`config.mk`:
```
export PLATFORM = sky130hd
export DESIGN_NAME = mocd_top
export DESIGN_NICKNAME = d
export VERILOG_FILES = /design/src/mocd_pkg.sv /design/src/mocd_dw_if.sv /design/src/mocd_fields.sv /design/src/mocd_top.sv
export SDC_FILE = /design/constraint.sdc
export NUM_CORES = 1
export LEC_CHECK = 0
export BUFFER_PORTS_ARGS = -buffer_cell sky130_fd_sc_hd__buf_2
export CORE_ASPECT_RATIO = 0.6
export CORE_MARGIN = 1.5
export CORE_UTILIZATION = 57
export DETAILED_ROUTE_END_ITERATION = 8
export PLACE_DENSITY = 0.85
export SLEW_MARGIN = 20
export SYNTH_ARGS = -nofsm -noshare
export SYNTH_HDL_FRONTEND = slang
export SYNTH_HIERARCHICAL = 1
export SYNTH_SLANG_ARGS = --single-unit
```
`constraint.sdc`:
```
create_clock -name ref_clk -period 2.95 [get_ports ref_clk]
set_clock_uncertainty 0.2 [all_clocks]
set_input_delay 0.295 -clock ref_clk [delete_from_list [all_inputs] [get_ports ref_clk]]
set_output_delay 0.295 -clock ref_clk [all_outputs]
set_load 0.05 [all_outputs]
```
`src/mocd_pkg.sv`:
```
// constants and types for the media object command decoder
// Overview of operation
// - sync bit holds dispatch for spawn message
// - scoreboard bit clear bypasses scoreboard fields
// - half-slice field: 10b hs1, 01b hs0, 00b any
// - indirect length in bytes; zero disables fetch
// - start address byte offset, top bits zero
// - scoreboard y/x from dword four fields
// - four-bit color from dword five
// - command mask anded with state mask
// - inline dwords passed through unchanged
// - persistent command recognised by header codes
// - six-bit descriptor offset selects descriptor
// - no children: dereference at dispatch ack
// - children: forward handle, dereference on message
// - fence raised after persistent dispatch if needed
// - fence raised again on re-dispatch if needed
// - fence position: queue end or front-end entry
package mocd_pkg;
    localparam logic [2:0] CMD_TYPE_PIPE = 3'h3;
    localparam logic [1:0] CMD_PIPE_MEDIA = 2'h2;
    localparam logic [2:0] CMD_OPC_MEDIA = 3'h1;
    localparam logic [7:0] SUBOPC_OBJECT = 8'h00;
    localparam logic [7:0] SUBOPC_PERSIST = 8'h02;
    localparam int TYPE_HI = 31;
    localparam int TYPE_LO = 29;
    localparam int PIPE_HI = 28;
    localparam int PIPE_LO = 27;
    localparam int OPC_HI = 26;
    localparam int OPC_LO = 24;
    localparam int SUB_HI = 23;
    localparam int SUB_LO = 16;
    localparam int DESC_HI = 5;
    localparam int CHILD_BIT = 31;
    localparam int SYNC_BIT = 24;
    localparam int FENCE_BIT = 23;
    localparam int FTYPE_BIT = 22;
    localparam int SB_USE_BIT = 21;
    localparam int HS_HI = 18;
    localparam int HS_LO = 17;
    localparam int ILEN_HI = 16;
    localparam int ADDR_TOP_LO = 29;
    localparam int SBY_HI = 24;
    localparam int SBY_LO = 16;
    localparam int SBX_HI = 8;
    localparam int COLOR_HI = 19;
    localparam int COLOR_LO = 16;
    localparam int MASK_HI = 7;
    localparam int INLINE_FIRST = 6;
    localparam int PERSIST_DWORDS = 16;
    localparam logic [1:0] HS_ANY = 2'h0;
    localparam logic [1:0] HS_ZERO = 2'h1;
    localparam logic [1:0] HS_ONE = 2'h2;

    typedef enum logic [3:0] {
        ST_IDLE = 4'h1,
        ST_BODY = 4'h2,
        ST_WAIT = 4'h4,
        ST_HOLD = 4'h8
    } mocd_state_t;

    // header check used by both command kinds
    function automatic logic mocd_is_media(input logic [31:0] dw, input logic [7:0] sub);
        mocd_is_media = dw[TYPE_HI:TYPE_LO] == CMD_TYPE_PIPE
            && dw[PIPE_HI:PIPE_LO] == CMD_PIPE_MEDIA
            && dw[OPC_HI:OPC_LO] == CMD_OPC_MEDIA
            && dw[SUB_HI:SUB_LO] == sub;
    endfunction
endpackage

```
`src/mocd_dw_if.sv`:
```
// dword stream carrier between the parser and the field extractor
`timescale 1ns/1ps
`default_nettype none
interface mocd_dw_if;
    logic valid;
    logic [31:0] data;
    logic [7:0] index;
    modport src(output valid, output data, output index);
    modport dst(input valid, input data, input index);
endinterface
`default_nettype wire

```
`src/mocd_fields.sv`:
```
// field latch for the fixed dwords of the media object commands
`timescale 1ns/1ps
`default_nettype none
module mocd_fields
    import mocd_pkg::*;
(
    input wire logic ref_clk, // pipeline clock
    input wire logic nrst, // async reset, active low
    mocd_dw_if.dst dw, // incoming dwords
    input wire logic persist, // current command is persistent kind
    output logic [5:0] desc_off, // descriptor offset
    output logic children, // children present
    output logic sync, // thread sync
    output logic sb_use, // scoreboard in use
    output logic [1:0] hs_sel, // half-slice select
    output logic [16:0] ind_len, // indirect length bytes
    output logic [28:0] ind_addr, // indirect start offset
    output logic fence_need, // fence requested
    output logic fence_pos, // fence position
    output logic [8:0] sb_y, // scoreboard y
    output logic [8:0] sb_x, // scoreboard x
    output logic [3:0] sb_color, // dependency color
    output logic [7:0] sb_mask // command mask
);
    typedef struct packed {
        logic [5:0] desc;
        logic child;
        logic sync;
        logic sbu;
        logic [1:0] hs;
        logic [16:0] ilen;
        logic [28:0] iaddr;
        logic fn;
        logic fp;
        logic [8:0] y;
        logic [8:0] x;
        logic [3:0] col;
        logic [7:0] mask;
    } mocd_fld_t;
    mocd_fld_t s_reg, s_next;

    always_comb begin
        s_next = s_reg;
        if (dw.valid) begin
            unique case (dw.index)
                8'h01: s_next.desc = dw.data[DESC_HI:0];
                8'h02: begin
                    s_next.child = dw.data[CHILD_BIT];
                    // persistent kind reads fence bits, object kind reads routing
                    if (persist) begin
                        s_next.fn = dw.data[FENCE_BIT];
                        s_next.fp = dw.data[FTYPE_BIT];
                        s_next.sync = 1'b0;
                        s_next.sbu = 1'b0;
                        s_next.hs = HS_ANY;
                        s_next.ilen = 17'h0;
                    end else begin
                        s_next.fn = 1'b0;
                        s_next.fp = 1'b0;
                        s_next.sync = dw.data[SYNC_BIT];
                        s_next.sbu = dw.data[SB_USE_BIT];
                        s_next.hs = dw.data[HS_HI:HS_LO];
                        s_next.ilen = dw.data[ILEN_HI:0];
                    end
                end
                // offset below 512MB, top bits dropped
                8'h03: s_next.iaddr = persist ? 29'h0 : dw.data[ADDR_TOP_LO-1:0];
                8'h04: begin
                    s_next.y = persist ? 9'h0 : dw.data[SBY_HI:SBY_LO];
                    s_next.x = persist ? 9'h0 : dw.data[SBX_HI:0];
                end
                8'h05: begin
                    s_next.col = persist ? 4'h0 : dw.data[COLOR_HI:COLOR_LO];
                    s_next.mask = persist ? 8'h00 : dw.data[MASK_HI:0];
                end
                default: ;
            endcase
        end
    end

    always_ff @(posedge ref_clk or negedge nrst) begin
        if (!nrst) begin
            s_reg <= '0;
        end else begin
            s_reg <= s_next;
        end
    end

    assign desc_off = s_reg.desc;
    assign children = s_reg.child;
    assign sync = s_reg.sync;
    assign sb_use = s_reg.sbu;
    assign hs_sel = s_reg.hs;
    assign ind_len = s_reg.ilen;
    assign ind_addr = s_reg.iaddr;
    assign fence_need = s_reg.fn;
    assign fence_pos = s_reg.fp;
    assign sb_y = s_reg.y;
    assign sb_x = s_reg.x;
    assign sb_color = s_reg.col;
    assign sb_mask = s_reg.mask;
endmodule
`default_nettype wire

```
`src/mocd_top.sv`:
```
// media object command decoder: parser, dispatch gating, handle and fence control
`timescale 1ns/1ps
`default_nettype none
module mocd_top
    import mocd_pkg::*;
#(
    parameter int LEN_W = 16
) (
    input wire logic ref_clk, // pipeline clock
    input wire logic nrst, // async reset, active low
    input wire logic cmd_valid, // command dword valid
    input wire logic [31:0] cmd_data, // command dword
    output logic cmd_ready, // dword accepted
    input wire logic [7:0] state_sb_mask, // mask from front-end state
    input wire logic spawn_root_msg, // spawn-root-thread message
    input wire logic disp_ack, // dispatcher acknowledges dispatch
    input wire logic deref_msg, // root thread dereference message
    input wire logic redispatch, // persistent thread re-dispatched after restore
    input wire logic thread_spawn_msg, // persistent thread sent spawn
    output logic disp_req, // thread dispatch request
    output logic disp_persist, // request is a persistent thread
    output logic [5:0] disp_desc, // descriptor offset
    output logic disp_sb_use, // scoreboard applied
    output logic [8:0] disp_sb_y, // scoreboard y
    output logic [8:0] disp_sb_x, // scoreboard x
    output logic [3:0] disp_color, // dependency color
    output logic [7:0] disp_mask, // effective dependency mask
    output logic disp_hs_any, // dispatcher picks half-slice by load
    output logic disp_hs1, // target half-slice 1 when not any
    output logic ind_fetch, // indirect fetch enabled
    output logic [16:0] ind_len_bytes, // indirect length
    output logic [28:0] ind_start, // indirect start offset
    output logic handle_fwd, // return handle forwarded to thread
    output logic handle_deref, // dereference pulse
    output logic inline_valid, // inline dword valid
    output logic [31:0] inline_data, // inline dword
    output logic fence_queue, // fence at end of root queue
    output logic fence_entry // fence at front-end entry
);
    typedef struct packed {
        mocd_state_t st;
        logic [LEN_W-1:0] left;
        logic [7:0] idx;
        logic persist;
        logic known;
        logic child_live;
        logic req;
        logic prs;
        logic [5:0] desc;
        logic sbu;
        logic [8:0] y;
        logic [8:0] x;
        logic [3:0] col;
        logic [7:0] mask;
        logic hany;
        logic h1;
        logic fetch;
        logic [16:0] ilen;
        logic [28:0] iaddr;
        logic fwd;
        logic deref;
        logic iv;
        logic [31:0] id;
        logic fq;
        logic fe;
        logic fn_live;
        logic fp_live;
    } mocd_top_t;
    mocd_top_t s_reg, s_next;

    mocd_dw_if dwb();
    logic [5:0] f_desc;
    logic f_child, f_sync, f_sbu, f_fn, f_fp;
    logic [1:0] f_hs;
    logic [16:0] f_ilen;
    logic [28:0] f_iaddr;
    logic [8:0] f_y, f_x;
    logic [3:0] f_col;
    logic [7:0] f_mask;
    logic take;

    assign take = cmd_valid && cmd_ready;
    assign dwb.valid = take && s_reg.st == ST_BODY && s_reg.known;
    assign dwb.data = cmd_data;
    assign dwb.index = s_reg.idx;

    mocd_fields u_fields (
        .ref_clk(ref_clk),
        .nrst(nrst),
        .dw(dwb),
        .persist(s_reg.persist),
        .desc_off(f_desc),
        .children(f_child),
        .sync(f_sync),
        .sb_use(f_sbu),
        .hs_sel(f_hs),
        .ind_len(f_ilen),
        .ind_addr(f_iaddr),
        .fence_need(f_fn),
        .fence_pos(f_fp),
        .sb_y(f_y),
        .sb_x(f_x),
        .sb_color(f_col),
        .sb_mask(f_mask)
    );

    ////////////////////////////////////////////////////////////////////////
    always_comb begin
        s_next = s_reg;
        s_next.req = 1'b0;
        s_next.deref = 1'b0;
        s_next.iv = 1'b0;
        // spawn clears a fence; any set further down this process wins
        if (thread_spawn_msg) begin
            s_next.fq = 1'b0;
            s_next.fe = 1'b0;
        end
        unique case (s_reg.st)
            ST_IDLE: begin
                if (take && !s_reg.fe) begin
                    // header match; other commands are skipped by length
                    s_next.persist = mocd_is_media(cmd_data, SUBOPC_PERSIST);
                    s_next.known = s_next.persist || mocd_is_media(cmd_data, SUBOPC_OBJECT);
                    // length field excludes two dwords; body counts from dword 1
                    // persistent kind is a fixed sixteen dwords, whatever its length says
                    s_next.left = s_next.persist ? LEN_W'(PERSIST_DWORDS - 1)
                        : LEN_W'(cmd_data[LEN_W-1:0] + 1'b1);
                    s_next.idx = 8'h01;
                    s_next.st = ST_BODY;
                end
            end
            ST_BODY: begin
                if (take) begin
                    // saturate so long inline runs never alias the field dwords
                    s_next.idx = (s_reg.idx == 8'hff) ? 8'hff : s_reg.idx + 8'h01;
                    s_next.left = s_reg.left - 1'b1;
                    if (s_reg.known && (s_reg.idx >= 8'(INLINE_FIRST)
                        || (s_reg.persist && s_reg.idx >= 8'h04))) begin
                        s_next.iv = 1'b1;
                        s_next.id = cmd_data;
                    end
                    if (s_reg.left == LEN_W'(1)) begin
                        s_next.st = s_reg.known ? ST_WAIT : ST_IDLE;
                    end
                end
            end
            ST_WAIT: begin
                if (!f_sync || spawn_root_msg) begin
                    s_next.req = 1'b1;
                    s_next.prs = s_reg.persist;
                    s_next.desc = f_desc;
                    s_next.sbu = f_sbu;
                    s_next.y = f_sbu ? f_y : 9'h0;
                    s_next.x = f_sbu ? f_x : 9'h0;
                    s_next.col = f_sbu ? f_col : 4'h0;
                    s_next.mask = f_sbu ? (f_mask & state_sb_mask) : 8'h00;
                    // half-slice decode; 11b treated as either
                    s_next.hany = f_hs != HS_ZERO && f_hs != HS_ONE;
                    s_next.h1 = f_hs == HS_ONE;
                    // zero length disables fetch and address
                    s_next.fetch = f_ilen != 17'h0;
                    s_next.ilen = f_ilen;
                    s_next.iaddr = (f_ilen != 17'h0) ? f_iaddr : 29'h0;
                    s_next.child_live = f_child;
                    s_next.fn_live = s_reg.persist && f_fn;
                    s_next.fp_live = f_fp;
                    s_next.st = ST_HOLD;
                end
            end
            ST_HOLD: begin
                s_next.req = 1'b1;
                if (disp_ack) begin
                    s_next.req = 1'b0;
                    s_next.st = ST_IDLE;
                    if (!s_reg.child_live) begin
                        s_next.deref = 1'b1;
                    end else begin
                        s_next.fwd = 1'b1;
                    end
                    if (s_reg.fn_live) begin
                        s_next.fq = !s_reg.fp_live;
                        s_next.fe = s_reg.fp_live;
                    end
                end
            end
            default: s_next.st = ST_IDLE;
        endcase
        // forwarded handle: dereference only on the thread's message
        if (s_reg.fwd && deref_msg) begin
            s_next.fwd = 1'b0;
            s_next.deref = 1'b1;
        end
        // re-dispatch after restore raises fence again, set wins
        if (redispatch && s_reg.fn_live) begin
            s_next.fq = !s_reg.fp_live;
            s_next.fe = s_reg.fp_live;
        end
        // queue fence holds the request back inside its own flop
        s_next.req = s_next.req && !s_next.fq;
    end

    always_ff @(posedge ref_clk or negedge nrst) begin
        if (!nrst) begin
            s_reg <= '0;
            s_reg.st <= ST_IDLE;
        end else begin
            s_reg <= s_next;
        end
    end

    ////////////////////////////////////////////////////////////////////////
    // front-end fence stops intake; queue fence only blocks dispatch
    always_ff @(posedge ref_clk or negedge nrst) begin
        if (!nrst) begin
            cmd_ready <= 1'b0;
        end else begin
            cmd_ready <= s_next.st == ST_BODY || (s_next.st == ST_IDLE && !s_next.fe);
        end
    end

    assign disp_req = s_reg.req;
    assign disp_persist = s_reg.prs;
    assign disp_desc = s_reg.desc;
    assign disp_sb_use = s_reg.sbu;
    assign disp_sb_y = s_reg.y;
    assign disp_sb_x = s_reg.x;
    assign disp_color = s_reg.col;
    assign disp_mask = s_reg.mask;
    assign disp_hs_any = s_reg.hany;
    assign disp_hs1 = s_reg.h1;
    assign ind_fetch = s_reg.fetch;
    assign ind_len_bytes = s_reg.ilen;
    assign ind_start = s_reg.iaddr;
    assign handle_fwd = s_reg.fwd;
    assign handle_deref = s_reg.deref;
    assign inline_valid = s_reg.iv;
    assign inline_data = s_reg.id;
    assign fence_queue = s_reg.fq;
    assign fence_entry = s_reg.fe;
endmodule
`default_nettype wire

```
==> impl_metrics.toml <==
[run_status]
outcome = "finished, final reports clean"

[cts]
cts.repair.resized = 0
numCtsBuffers = 23
clock_path_buffers = 3
cts-root-buf = "clkbuf_16"
hold_buffers = 44
clk_pin_slew_ps = 70
clk_latency_ps = 510
cts_tree = "done"
post_cts_buffers = 0
htree_levels = 1
clkSinkCount = 248

[route]
first_pass_iters = 7
ant_nets = 0
drc = 0
wl_um = 29300
first_iter_violations = 737
wl_per_cell_um = 20.0
drt-vias-per-instance = 5.70
via_count = 8360

[synthesis]
synthFlopType = "dfrtp_1"
synth_top_family_by_area = "simple AND/OR/NAND/NOR gates"
synth.top_cell.area_share_pct = 52.8
ys_top_cells_by_area = "dfrtp_1 (53%), buf_4 (7.4%), nand2_1 (7.3%)"
synth_mux_area_share_pct = 13.5
synth_top_area_cell = "dfrtp_1"
synth_nets = 1117
synth-async-reset-ratio_pct = 100
synth_xor_area_share_pct = 0.972
synth_compound_area_share_pct = 5.87
syn_inst = 1063
syn_area_per_cell_um2 = 11.0
synthSimpleGateAreaFrac_pct = 16.1
synth-seq-area-share_pct = 53.0
synth_adder_area_share_pct = 0.641
synth_edf_count = 0
yosysUniqueCellTypes = 63
synth-seq-cells = 248
yosys_warnings = 6
synth_area_um2 = 11700

[global_routing]
overflow = 0
grt_use_total_pct = 27.4
antenna_found_initial = 1
grt_pass1_vias = 8323
grt_max_degree = 81
grt_pass1_wl_um = 45900

[pwr]
power_density_nw_per_um2 = 573
leakagePower_uw = 0.00700
peakVddDrop_v = 0.000378

[critical_path]
r2r-start = "s_reg[154]"
timing.reg2reg.setup_slack_ps = 210
cp_data_required_time_ps = 3130
path_cells = "or4b_4 -> nor2_4 -> and2_4 -> nor2b_1 -> nand4_4 -> mux2_1"
crit_path_max_fanout = 18
worstRegToRegCells = 6
cp-start-kind = "flip-flop"
cp-end-kind = "flip-flop"
r2r-end = "u_fields/sb_y[2]"
path_class = "flip-flop to flip-flop"
crit_arrival_ps = 2920
slowest_stage = "or4b_4"
critPathCapture = "u_fields/sb_y[2]"
critPathMaxStageDelay_ps = 580
crit_start = "s_reg[154]"

[floorplan]
die_h_um = 114
boundaryPins = 174
die_w_um = 188
die_area_um2 = 21400
rows = 40
start_util_pct = 58.3
coreArea_um2 = 20100

[timing]
min_period_ps = 2740
setup_tns_ps = 0
worst_pin_slew_ps = 1090
rsz0062_at_grt = "no"
timing.fmax_ghz = 0.365
drv_slew = 0
period_share_pct = 93.0
finalSetupViolations = 0
max-slew-margin-rel_pct = 27.4
hold_viol = 0

[final_layout]
layout_common_cells = "dfrtp_1 (247), nand2_1 (227), buf_2 (172)"
layout_commonest_cell = "dfrtp_1"
largest_reg_flops = 32
drive_gt1_share_pct = 29.8
area_delta_synth_final_pct = 13.9
fin_cells = 1467
final_nets = 1231
num-fill-cells = 1488

[place]
dp.cells = 1381
numPortBuffers = 173
hpwl_um = 20000
routabilityCongestion = 0.971

[hold_path]
hp-class = "primary input to flip-flop"

[run]
cap_violations = 0
## how the worst min path moves through the flow
| stage | slack [ps] | from | to | depth (start not counted) |
|---|---|---|---|---|
| after floorplan | -200 | nrst | cmd_ready | 0 |
| after global placement | 110 | nrst | inline_data[3] | 1 |
| after detailed placement | 130 | nrst | inline_data[5] | 1 |
| after CTS | 0.1 | cmd_data[0] | inline_data[0] | 2 |
| after global routing | 9 | spawn_root_msg | s_reg[156] | 3 |
| final | 20 | cmd_data[0] | inline_data[0] | 2 |
## layout make-up
class | count | area [µm²] | share of cell area (%)
Clock inverter | 11 | 111 | 0.835
Antenna cell | 1 | 2.50 | 0.0188
Timing Repair Buffer | 248 | 1640 | 12.3
Sequential cell | 248 | 6210 | 46.5
Inverter | 10 | 37.5 | 0.281
Tap cell | 273 | 342 | 2.56
Clock buffer | 30 | 642 | 4.81
Multi-Input combinational cell | 646 | 4360 | 32.7
## cell usage after synthesis, drive strengths merged, types with 6 or more instances
master    n
nand3    49
nand4    13
a21oi    10
nor3      6
nor2     19
ha        6
mux2    121
dfrtp   247
xnor2     8
nor4      9
inv      10
nand2   227
nor2b    35
o21ai    57
clkbuf   31
buf     128
## metal layers
| layer | global-route usage (%) | up-vias | part of all wire (%) |
|---|---|---|---|
| met1 | 40.2 | 4177 | 45 |
| met5 | 0 | - | 0 |
| met4 | 4.69 | 0 | 1.4 |
| met2 | 42.4 | 396 | 44 |
| li1 | - | 3750 | - |
| met3 | 6.25 | 37 | 9.5 |
## kinds of logic after synthesis
kind of cell / Yosys count
simple gates: 392
mux: 125
flops: 248
fa+ha+maj: 6
compound gates: 110
buf+inv: 169
xor+xnor: 13
## stage by stage
stage / total power (µW) / instance area, µm² / worst slack [ps] / util, % / hold WS (ps)
after floorplan: 4230 / 11700 / 231 / - / -201
after global placement: 4580 / 12100 / 344 / 60.5 / 114
after detailed placement: 4620 / 12100 / 242 / 60.5 / 125
after CTS: 7630 / 13300 / 219 / 66.5 / 0.0978
after global routing: 7910 / 13300 / 102 / 66.5 / 9.37
final: 7650 / 13300 / 208 / 66.5 / 18.7
## power breakdown
part | switching (µW) | internal, µW
Clock | 1280 | 1710
Combinational | 597 | 364
Sequential | 168 | 3520
Total | 2050 | 5600
## critical path: cells and delay by family (launching register included)
family / cells / cell delay (ps)
and+or+nand+nor: 5 / 1550
muxes: 1 / 470
DFF: 1 / 390
(Power assumes the default switching activity.)
